## src/rtl/tis_pkg.sv

```systemverilog
`default_nettype none
package tis_pkg;
    // Store geometry
    localparam int STORE_DEPTH     = 100;
    localparam int CAM_DEPTH       = 50;
    localparam int IDX_W           = 7;
    localparam int BANK_W          = 5;
    localparam logic [4:0] BANK_MAX        = 5'h1f;
    localparam logic [4:0] BANK_RESET      = 5'h00;
    localparam logic [4:0] GROUP_RESET     = 5'h00;
    localparam logic [IDX_W-1:0] IDX_ZERO  = 7'h00;
    localparam logic [IDX_W-1:0] IDX_ONE   = 7'h01;
    // Init counter end value after reset; init lasts one cycle more, READY rises the cycle after
    localparam logic [3:0] INIT_CYCLES     = 4'h8;

    // Register offsets (word addresses on the plain port)
    localparam logic [3:0] REG_CTRL   = 4'h0;
    localparam logic [3:0] REG_BANK   = 4'h1;
    localparam logic [3:0] REG_STATUS = 4'h2;
    localparam logic [3:0] REG_COUNT  = 4'h3;
    localparam logic [3:0] REG_TIME0  = 4'h4;
    localparam logic [3:0] REG_TIME1  = 4'h5;
    localparam logic [3:0] REG_CLEAR  = 4'h6;
    localparam logic [3:0] REG_LASTIDX = 4'h7;

    // CTRL field positions
    localparam int CTRL_KEEP_LO   = 0;
    localparam int CTRL_CLR_BANK  = 2;
    localparam int CTRL_REJ_REP   = 3;
    localparam int CTRL_TWO_CAM   = 4;
    localparam logic [31:0] CTRL_RESET = 32'h0000000c;

    // Retention modes
    typedef enum logic [1:0] {
        KEEP_NONE        = 2'b00,
        keep_failed_only = 2'b01,
        KEEP_ALL         = 2'b10
    } tis_keep_t;

    // Measurement sequencer
    typedef enum logic [1:0] {
        ST_INIT = 2'b00,
        ST_IDLE = 2'b01,
        ST_MEAS = 2'b10
    } tis_state_t;

    // Software register port
    typedef struct packed {
        logic [3:0]  addr;
        logic [31:0] wdata;
        logic        wr;
        logic        rd;
    } tis_bus_t;

    // Calendar units
    typedef struct packed {
        logic [7:0] year;
        logic [7:0] month;
        logic [7:0] day;
        logic [7:0] hour;
        logic [7:0] minute;
        logic [7:0] second;
    } tis_cal_t;
endpackage
`default_nettype wire

```

## src/rtl/tis_ring.sv

```systemverilog
`timescale 1ns/1ns
`default_nettype none
module tis_ring #(
    parameter int DEPTH = 100,
    parameter int W     = 7
) (
    input  wire logic         clk,
    input  wire logic         rst_b,
    input  wire logic         clear,
    input  wire logic         push,
    input  wire logic [W-1:0] base,
    input  wire logic [W-1:0] limit,
    output logic [W-1:0]      count,
    output logic [W-1:0]      slot
);
    import tis_pkg::*;

    logic [W-1:0] wr_ptr;

    // Oldest-first overwrite within [base, base+limit)
    always_ff @(posedge clk or negedge rst_b) begin
        if (!rst_b) begin
            wr_ptr <= '0;
            count  <= '0;
            slot   <= '0;
        end else if (clear) begin
            wr_ptr <= '0;
            count  <= '0;
        end else if (push) begin
            slot <= W'(base + wr_ptr);
            if (wr_ptr == W'(limit - IDX_ONE)) begin
                wr_ptr <= '0;
            end else begin
                wr_ptr <= W'(wr_ptr + IDX_ONE);
            end
            if (count != limit) begin
                count <= W'(count + IDX_ONE);
            end
        end
    end
endmodule
`default_nettype wire

```

## src/rtl/tis_ctrl.sv

```systemverilog
// Summary of operation
// - Store holds 100 images, oldest overwritten
// - Two cameras: 50 images each, separately
// - Power loss empties the image store
// - Retention: none, failed only, or all
// - Bank change clears store unless disabled
// - Ready only when trigger or command accepted; CMD input is unused, so READY only marks idle for triggers
// - Trigger during measurement is ignored
// - Reporting off: error output stays low
// - Reporting on: busy trigger raises error
// - Error holds until next accepted trigger; the code also clears it as soon as reporting is turned off
// - Startup bank 0 to 31, default 0
// - Startup group nonzero needs card present
// - Clear request empties store, keeps settings
// - Calendar units separately settable
//
// The register addresses and the plain strobed port were left to the implementer.
`timescale 1ns/1ns
`default_nettype none
module tis_ctrl #(
    parameter int STORE = 100,
    parameter int CAM   = 50
) (
    input  wire logic                  CLK,
    input  wire logic                  RST_B,
    input  wire tis_pkg::tis_bus_t     BUS,
    output logic [31:0]                RDATA,
    input  wire logic                  TRIG,
    input  wire logic                  CMD,
    input  wire logic                  MEAS_DONE,
    input  wire logic                  FAIL_VERDICT,
    input  wire logic                  MEAS_CAM,
    input  wire logic                  BANK_CHANGE,
    input  wire logic                  CARD_PRESENT,
    output logic                       READY,
    output logic                       TRIG_ERR,
    output logic                       MEAS_START,
    output logic                       IMG_WRITE,
    output logic [tis_pkg::IDX_W-1:0]  IMG_SLOT,
    output logic [tis_pkg::BANK_W-1:0] ACTIVE_BANK,
    output logic                       CARD_LOAD,
    output logic                       CARD_MISSING
);
    import tis_pkg::*;

    // ------------------------------------------------------------
    // Register storage
    // ------------------------------------------------------------
    tis_state_t        state;
    logic [31:0]       ctrl;
    logic [BANK_W-1:0] startup_bank;
    logic [BANK_W-1:0] startup_group;
    tis_cal_t          cal;
    logic [3:0]        init_cnt;
    logic              clear_req;
    logic              meas_cam;
    logic              keep_img;
    logic              store_clear;
    logic              trig_ok;
    logic              trig_busy;
    logic [IDX_W-1:0]  cnt0;
    logic [IDX_W-1:0]  cnt1;
    logic [IDX_W-1:0]  slot0;
    logic [IDX_W-1:0]  slot1;
    logic [IDX_W-1:0]  lim;
    logic              push0;
    logic              push1;
    logic              push_d;
    logic              cam_d;
    logic [1:0]        keep_mode;
    logic              two_cam;

    assign keep_mode = ctrl[CTRL_KEEP_LO+1:CTRL_KEEP_LO];
    assign two_cam   = ctrl[CTRL_TWO_CAM];

    // Register writes
    always_ff @(posedge CLK or negedge RST_B) begin
        if (!RST_B) begin
            ctrl          <= CTRL_RESET;
            startup_bank  <= BANK_RESET;
            startup_group <= GROUP_RESET;
        end else if (BUS.wr) begin
            if (BUS.addr == REG_CTRL) begin
                ctrl <= BUS.wdata;
            end else if (BUS.addr == REG_BANK) begin
                startup_bank  <= BUS.wdata[BANK_W-1:0];
                startup_group <= BUS.wdata[8+BANK_W-1:8];
            end
        end
    end

    // Calendar: each unit written by its own byte lane
    always_ff @(posedge CLK or negedge RST_B) begin
        if (!RST_B) begin
            cal <= '0;
        end else if (BUS.wr && BUS.addr == REG_TIME0) begin
            if (BUS.wdata[24]) cal.second <= BUS.wdata[7:0];
            if (BUS.wdata[25]) cal.minute <= BUS.wdata[15:8];
            if (BUS.wdata[26]) cal.hour   <= BUS.wdata[23:16];
        end else if (BUS.wr && BUS.addr == REG_TIME1) begin
            if (BUS.wdata[24]) cal.day    <= BUS.wdata[7:0];
            if (BUS.wdata[25]) cal.month  <= BUS.wdata[15:8];
            if (BUS.wdata[26]) cal.year   <= BUS.wdata[23:16];
        end
    end

    // Clear request pulse
    assign clear_req = BUS.wr && (BUS.addr == REG_CLEAR) && BUS.wdata[0];

    // ------------------------------------------------------------
    // Measurement sequencer
    // ------------------------------------------------------------
    assign trig_ok   = TRIG && (state == ST_IDLE);
    assign trig_busy = TRIG && (state == ST_MEAS);

    always_ff @(posedge CLK or negedge RST_B) begin
        if (!RST_B) begin
            state    <= ST_INIT;
            init_cnt <= '0;
            meas_cam <= 1'b0;
        end else begin
            case (state)
                ST_INIT: begin
                    // Hold ready low until init done
                    if (init_cnt == INIT_CYCLES) begin
                        state <= ST_IDLE;
                    end else begin
                        init_cnt <= init_cnt + 4'h1;
                    end
                end
                ST_IDLE: begin
                    if (trig_ok) begin
                        state    <= ST_MEAS;
                        meas_cam <= MEAS_CAM;
                    end
                end
                ST_MEAS: begin
                    // Busy triggers do not restart
                    if (MEAS_DONE) begin
                        state <= ST_IDLE;
                    end
                end
                default: begin
                    state <= ST_INIT;
                end
            endcase
        end
    end

    // Ready only when idle
    assign READY      = (state == ST_IDLE);
    assign MEAS_START = trig_ok;

    // Trigger error flag
    always_ff @(posedge CLK or negedge RST_B) begin
        if (!RST_B) begin
            TRIG_ERR <= 1'b0;
        end else if (trig_busy && ctrl[CTRL_REJ_REP]) begin
            TRIG_ERR <= 1'b1;
        end else if (!ctrl[CTRL_REJ_REP]) begin
            TRIG_ERR <= 1'b0;
        end else if (trig_ok) begin
            TRIG_ERR <= 1'b0;
        end
    end

    // ------------------------------------------------------------
    // Image store
    // ------------------------------------------------------------
    always_comb begin
        case (keep_mode)
            keep_failed_only: keep_img = FAIL_VERDICT;
            KEEP_ALL:         keep_img = 1'b1;
            default:          keep_img = 1'b0;
        endcase
    end

    assign store_clear = clear_req
                       || (BANK_CHANGE && ctrl[CTRL_CLR_BANK]);
    assign push0 = (state == ST_MEAS) && MEAS_DONE && keep_img
                   && !(two_cam && meas_cam);
    assign push1 = (state == ST_MEAS) && MEAS_DONE && keep_img
                   && two_cam && meas_cam;
    assign lim   = two_cam ? IDX_W'(CAM) : IDX_W'(STORE);

    // Camera 0 ring (whole store in single-camera mode)
    tis_ring #(.DEPTH(STORE), .W(IDX_W)) u_ring0 (
        .clk   (CLK),
        .rst_b (RST_B),
        .clear (store_clear),
        .push  (push0),
        .base  (IDX_ZERO),
        .limit (lim),
        .count (cnt0),
        .slot  (slot0)
    );

    // Camera 1 ring, upper half of store
    tis_ring #(.DEPTH(CAM), .W(IDX_W)) u_ring1 (
        .clk   (CLK),
        .rst_b (RST_B),
        .clear (store_clear),
        .push  (push1),
        .base  (IDX_W'(CAM)),
        .limit (IDX_W'(CAM)),
        .count (cnt1),
        .slot  (slot1)
    );

    // Write strobe follows slot update
    always_ff @(posedge CLK or negedge RST_B) begin
        if (!RST_B) begin
            push_d <= 1'b0;
            cam_d  <= 1'b0;
        end else begin
            push_d <= push0 || push1;
            cam_d  <= push1;
        end
    end
    assign IMG_WRITE = push_d;
    assign IMG_SLOT  = cam_d ? slot1 : slot0;

    // ------------------------------------------------------------
    // Startup bank and card load
    // ------------------------------------------------------------
    always_ff @(posedge CLK or negedge RST_B) begin
        if (!RST_B) begin
            ACTIVE_BANK  <= BANK_RESET;
            CARD_LOAD    <= 1'b0;
            CARD_MISSING <= 1'b0;
        end else if (state == ST_INIT && init_cnt == INIT_CYCLES) begin
            ACTIVE_BANK  <= startup_bank;
            CARD_LOAD    <= (startup_group != GROUP_RESET) && CARD_PRESENT;
            CARD_MISSING <= (startup_group != GROUP_RESET) && !CARD_PRESENT;
        end else begin
            CARD_LOAD <= 1'b0;
        end
    end

    // ------------------------------------------------------------
    // Read back
    // ------------------------------------------------------------
    always_ff @(posedge CLK or negedge RST_B) begin
        if (!RST_B) begin
            RDATA <= '0;
        end else if (BUS.rd) begin
            if (BUS.addr == REG_CTRL) begin
                RDATA <= {27'h0, ctrl[4:0]};
            end else if (BUS.addr == REG_BANK) begin
                RDATA <= {19'h0, startup_group, 3'h0, startup_bank};
            end else if (BUS.addr == REG_STATUS) begin
                RDATA <= {27'h0, CARD_MISSING, TRIG_ERR, READY, state};
            end else if (BUS.addr == REG_COUNT) begin
                RDATA <= {17'h0, cnt1, 1'b0, cnt0};
            end else if (BUS.addr == REG_TIME0) begin
                RDATA <= {8'h0, cal.hour, cal.minute, cal.second};
            end else if (BUS.addr == REG_TIME1) begin
                RDATA <= {8'h0, cal.year, cal.month, cal.day};
            end else if (BUS.addr == REG_LASTIDX) begin
                RDATA <= {25'h0, IMG_SLOT};
            end else begin
                RDATA <= '0;
            end
        end else begin
            RDATA <= '0;
        end
    end
endmodule
`default_nettype wire

```

## config.mk

```make
export PLATFORM = sky130hd
export DESIGN_NAME = tis_ctrl
export DESIGN_NICKNAME = d
export VERILOG_FILES = /design/src/rtl/tis_pkg.sv /design/src/rtl/tis_ring.sv /design/src/rtl/tis_ctrl.sv
export SDC_FILE = /design/constraint.sdc
export NUM_CORES = 1
export LEC_CHECK = 0
export ABC_AREA = 0
export BUFFER_PORTS_ARGS = -buffer_cell sky130_fd_sc_hd__buf_2
export CAP_MARGIN = 20
export CORE_AREA = 8 8 128 130
export CTS_BUF_LIST = sky130_fd_sc_hd__clkbuf_16
export CTS_CLUSTER_DIAMETER = 100
export DETAILED_ROUTE_END_ITERATION = 8
export DIE_AREA = 0 0 136 138
export PLACE_DENSITY = 0.72
export SYNTH_ARGS = -nofsm -noshare
export SYNTH_HDL_FRONTEND = slang
export SYNTH_SLANG_ARGS = --single-unit
```

## constraint.sdc

```tcl
create_clock -name CLK -period 2.3 [get_ports CLK]
set_input_delay 0.46 -clock CLK [delete_from_list [all_inputs] [get_ports CLK]]
set_output_delay 0.46 -clock CLK [all_outputs]
set_load 0.05 [all_outputs]
```

==> results.txt <==
The number of buffers and inverters on the critical path is 1. Once routing completed, OpenROAD measured the worst setup slack at 66.90 ps. Data on the critical path is required at its endpoint by 2650 ps. The die span in x came out at 136 um.

In the layout the commonest cells are sky130_fd_sc_hd__dfrtp_1 (144), sky130_fd_sc_hd__mux2_2 (90), sky130_fd_sc_hd__buf_2 (81), sky130_fd_sc_hd__o21ai_0 (32), sky130_fd_sc_hd__nand2_1 (30). In the synthesized netlist the async set-or-reset flop fraction comes to 100.0%. The portion of the clock cycle consumed by the worst path in the final layout is 97.09%.

The I/O pin total is 97. On the critical path the largest part of the delay comes from simple AND/OR/NAND/NOR gates. The sequential area share after synthesis came out at 52.35%. The area added between synthesis and finish is 18.54%. In the synthesized netlist the dominant register cell turns out to be sky130_fd_sc_hd__dfrtp_1.

By startpoint and endpoint, the worst setup path is classified as flop to flop. For this configuration, the core starts out at a cell density of 48.79%. After synthesis, the mean cell area works out to 11.45 um^2. The hold violation total from the final report came out at 0.

The detail route stage leaves a number of antenna-violating nets equal to 0. The synthesized flop and latch total is 146. The number of input and output port buffers inserted is 82. The top achievable clock speed came out at 447.8 MHz.

The longest clock path from root to sink contains 2 buffers. The global-route usage over all layers is 18.23%. In the routed design, unresolved DRC markers number 0.

The die outline height is 138 um. The final net count came out at 765. The number of enable flip-flop cells after synthesis is 0.

The data arrival time of the critical path is 2580 ps. The source-to-sink clock delay at the later pin of the worst-skew pair came out at 430 ps. The worst setup path is captured at a flop. The count of yosys warnings during synthesis is 0. The depth of the CTS H-tree came out at 4. Total power for the finished layout comes to 7.379 mW. The critical path goes through inv_1, ha_1, nand4bb_4, or3_4, or4_4, a21oi_2.

The initial antenna violation count came to 0. The most common cell after layout, fill and taps aside is sky130_fd_sc_hd__dfrtp_1. The tightest min-delay check is of the input pin to flop type. Entering global routing, the biggest net connects 54 pins. Clock-pin slew was measured on the worst setup and hold paths at 60 ps.

The flow ran to the end, and the final reports show no timing, DRC or antenna violations. For this design, the sink count on the clock tree is 146. For this run, the detailed router's first-pass iteration total came to 5. The final hold slack came out at 228.4 ps. The first global-routing pass estimated 27.42 mm of wire. Of all nets on the critical path, the largest fanout is 8. The count of mapped cells out of synthesis came out at 610.

The post-synthesis cell type count came out at 63. The total congestion overflow after global routing came out at 0. The proportion of layout cells with a drive suffix above 1 came out at 35.00%. In this run the core area contains 44 standard-cell rows. The transition at the pin with the smallest max-transition slack is 512.4 ps.

The total via count after detailed routing came out at 5184. The final layout contains routed wiring with a total length of 16.81 mm. STA classifies the critical path startpoint as a flop.

The die footprint is 0.01877 mm^2. Clock tree synthesis selected as its root buffer the cell sky130_fd_sc_hd__clkbuf_16. The routed length per placed instance came out at 18.60 um. The clock tree from TritonCTS is yes.

The power density normalized to cell area came out at 891.3 mW/mm^2. The worst path needs 2233 ps of the cycle, external delays included. The number of clock buffers added by TritonCTS is 17.

The mapped cell area is 0.006984 mm^2. The area of the placeable core is 0.01431 mm^2. The filler cells instantiated in the layout total 1189. On the final layout, the worst clock skew is 7.227 ps. The count of final max-slew check failures came out at 0. Measured on the finished design, the core utilization comes to 57.84%. The max-cap check violation count came out at 0.

Setup repair after global routing left no endpoint under its margin. The largest stage delay on the critical path is 540 ps. The post-placement setup slack came out at 1.555 ps. The relative slew slack came out at 65.84%. Setup violations remaining at the end of the flow were counted as 0. The placed wire-length estimate after detailed placement is 12.33 mm. The worst vdd rail ir drop came out at 0.0004854 V.

The number of antenna diodes in the final layout is 0. The analysis attributes to cell leakage a power of 3.891 nW. The via-per-instance ratio came out at 5.735.

The starting DRC count in detailed routing came out at 533. The cell with the biggest individual delay on the critical path is sky130_fd_sc_hd__or4_4. Routability-driven placement finished with a final weighted congestion of 0.9102. The via count of the first global-routing pass was 5342.

In the final timing run, aggregate negative setup slack is 0 ps.
-- worst register-to-register path: cells and delay by family, from the launching register on --
kind	cells	cell delay (ps)
buffers and inverters	1	70
AND/OR/NAND/NOR	3	1250
flip-flops	1	380
AO/OA/AOI/OAI	1	150
adder cells (fa/ha/maj)	1	320
-- power by group --
group | internal [mW] | switching (mW)
logic | 0.637 | 0.917
registers | 2.97 | 0.282
clock network | 1.41 | 1.17
total | 5.01 | 2.36
-- worst paths after layout --
path,start,to,slack [ps],cells past startpoint
worst max-delay path,ctrl[0],u_ring1.count[6],70,6
worst min-delay path,CARD_PRESENT,CARD_MISSING,230,2
worst max register to register,ctrl[0],u_ring1.count[6],70,6
worst min register to register,init_cnt[3],init_cnt[3],490,1
max in group asynchronous,RST_B,RDATA[21],1090,3
min in group asynchronous,RST_B,u_ring1.wr_ptr[0],560,2
-- metal layers --
metal | vias up | GRT usage (%) | share of wire (%)
met5 | - | 0 | 0
met1 | 2593 | 22.80 | 42
met3 | 35 | 4.457 | 6.0
met4 | 0 | 8.560 | 3.2
met2 | 158 | 28.96 | 49
li1 | 2398 | - | -
-- state kept, by name (all words and copies together) (netlist names), 2 cells and up --
register and cells:
u_ring0.wr_ptr 7, u_ring1.wr_ptr 7, u_ring1.slot 7, startup_group 5
u_ring0.slot 7, cal 48, ctrl 5, u_ring1.count 7
u_ring0.count 7, ACTIVE_BANK 5, state 2, startup_bank 5
RDATA 24, init_cnt 4
-- per-stage QoR --
stage                     cells  cell area, um^2
after floorplan             617             7010
after global placement      869             7681
after detailed placement    869             7681
after CTS                   902             8242
after global routing        904             8279
final                       904             8279
-- area by class of cell --
| type | count | area (um^2) | share of cell area [%] |
|---|---|---|---|
| sequential | 146 | 3656 | 44.16 |
| tap | 184 | 230.2 | 2.781 |
| timing repair buffer | 112 | 669.4 | 8.085 |
| multi-input combinational | 411 | 3102 | 37.46 |
| clock inverter | 15 | 125.1 | 1.511 |
| inverter | 19 | 71.32 | 0.8614 |
| clock buffer | 17 | 425.4 | 5.138 |
-- synthesized netlist by cell type (7+ instances only) --
cell type,count,area share (%)
sky130_fd_sc_hd__a21oi_1,29,2.1
sky130_fd_sc_hd__a22oi_1,17,1.8
sky130_fd_sc_hd__and3_1,13,1.2
sky130_fd_sc_hd__buf_2,8,0.57
sky130_fd_sc_hd__buf_4,8,0.86
sky130_fd_sc_hd__clkbuf_1,22,1.2
sky130_fd_sc_hd__dfrtp_1,144,52
sky130_fd_sc_hd__ha_1,11,2.0
sky130_fd_sc_hd__inv_1,18,0.97
sky130_fd_sc_hd__mux2_2,90,15
sky130_fd_sc_hd__mux2i_1,7,1.0
sky130_fd_sc_hd__nand2_1,30,1.6
sky130_fd_sc_hd__nand3_1,23,1.6
sky130_fd_sc_hd__nor2_1,29,1.6
sky130_fd_sc_hd__nor2b_1,11,0.99
sky130_fd_sc_hd__o21ai_0,32,2.3
sky130_fd_sc_hd__xnor2_1,8,1.0
-- what timing repair did --
action | 4_1_cts | 5_1_grt
hold endpoints to repair | 31 | 0
gates resized for setup | 0 | 8
setup endpoints to repair | 1 | 4
hold buffers | 1 | 0
setup buffers | 0 | 2
pin swaps | 1 | 2
-- cell families (layout without fill, tap and decap cells) --
| family | Yosys count | in the layout | share of synthesized area (%) |
|---|---|---|---|
| other cells | 1 | 8 | 0.05369 |
| xor+xnor | 10 | 10 | 1.254 |
| fa+ha+maj | 11 | 11 | 1.971 |
| simple gates | 163 | 163 | 13.29 |
| buf+inv | 60 | 163 | 4.013 |
| compound gates | 120 | 120 | 10.91 |
| flops | 146 | 146 | 52.35 |
| mux | 99 | 99 | 16.16 |
Note: power is estimated with default switching activity, not from simulation.
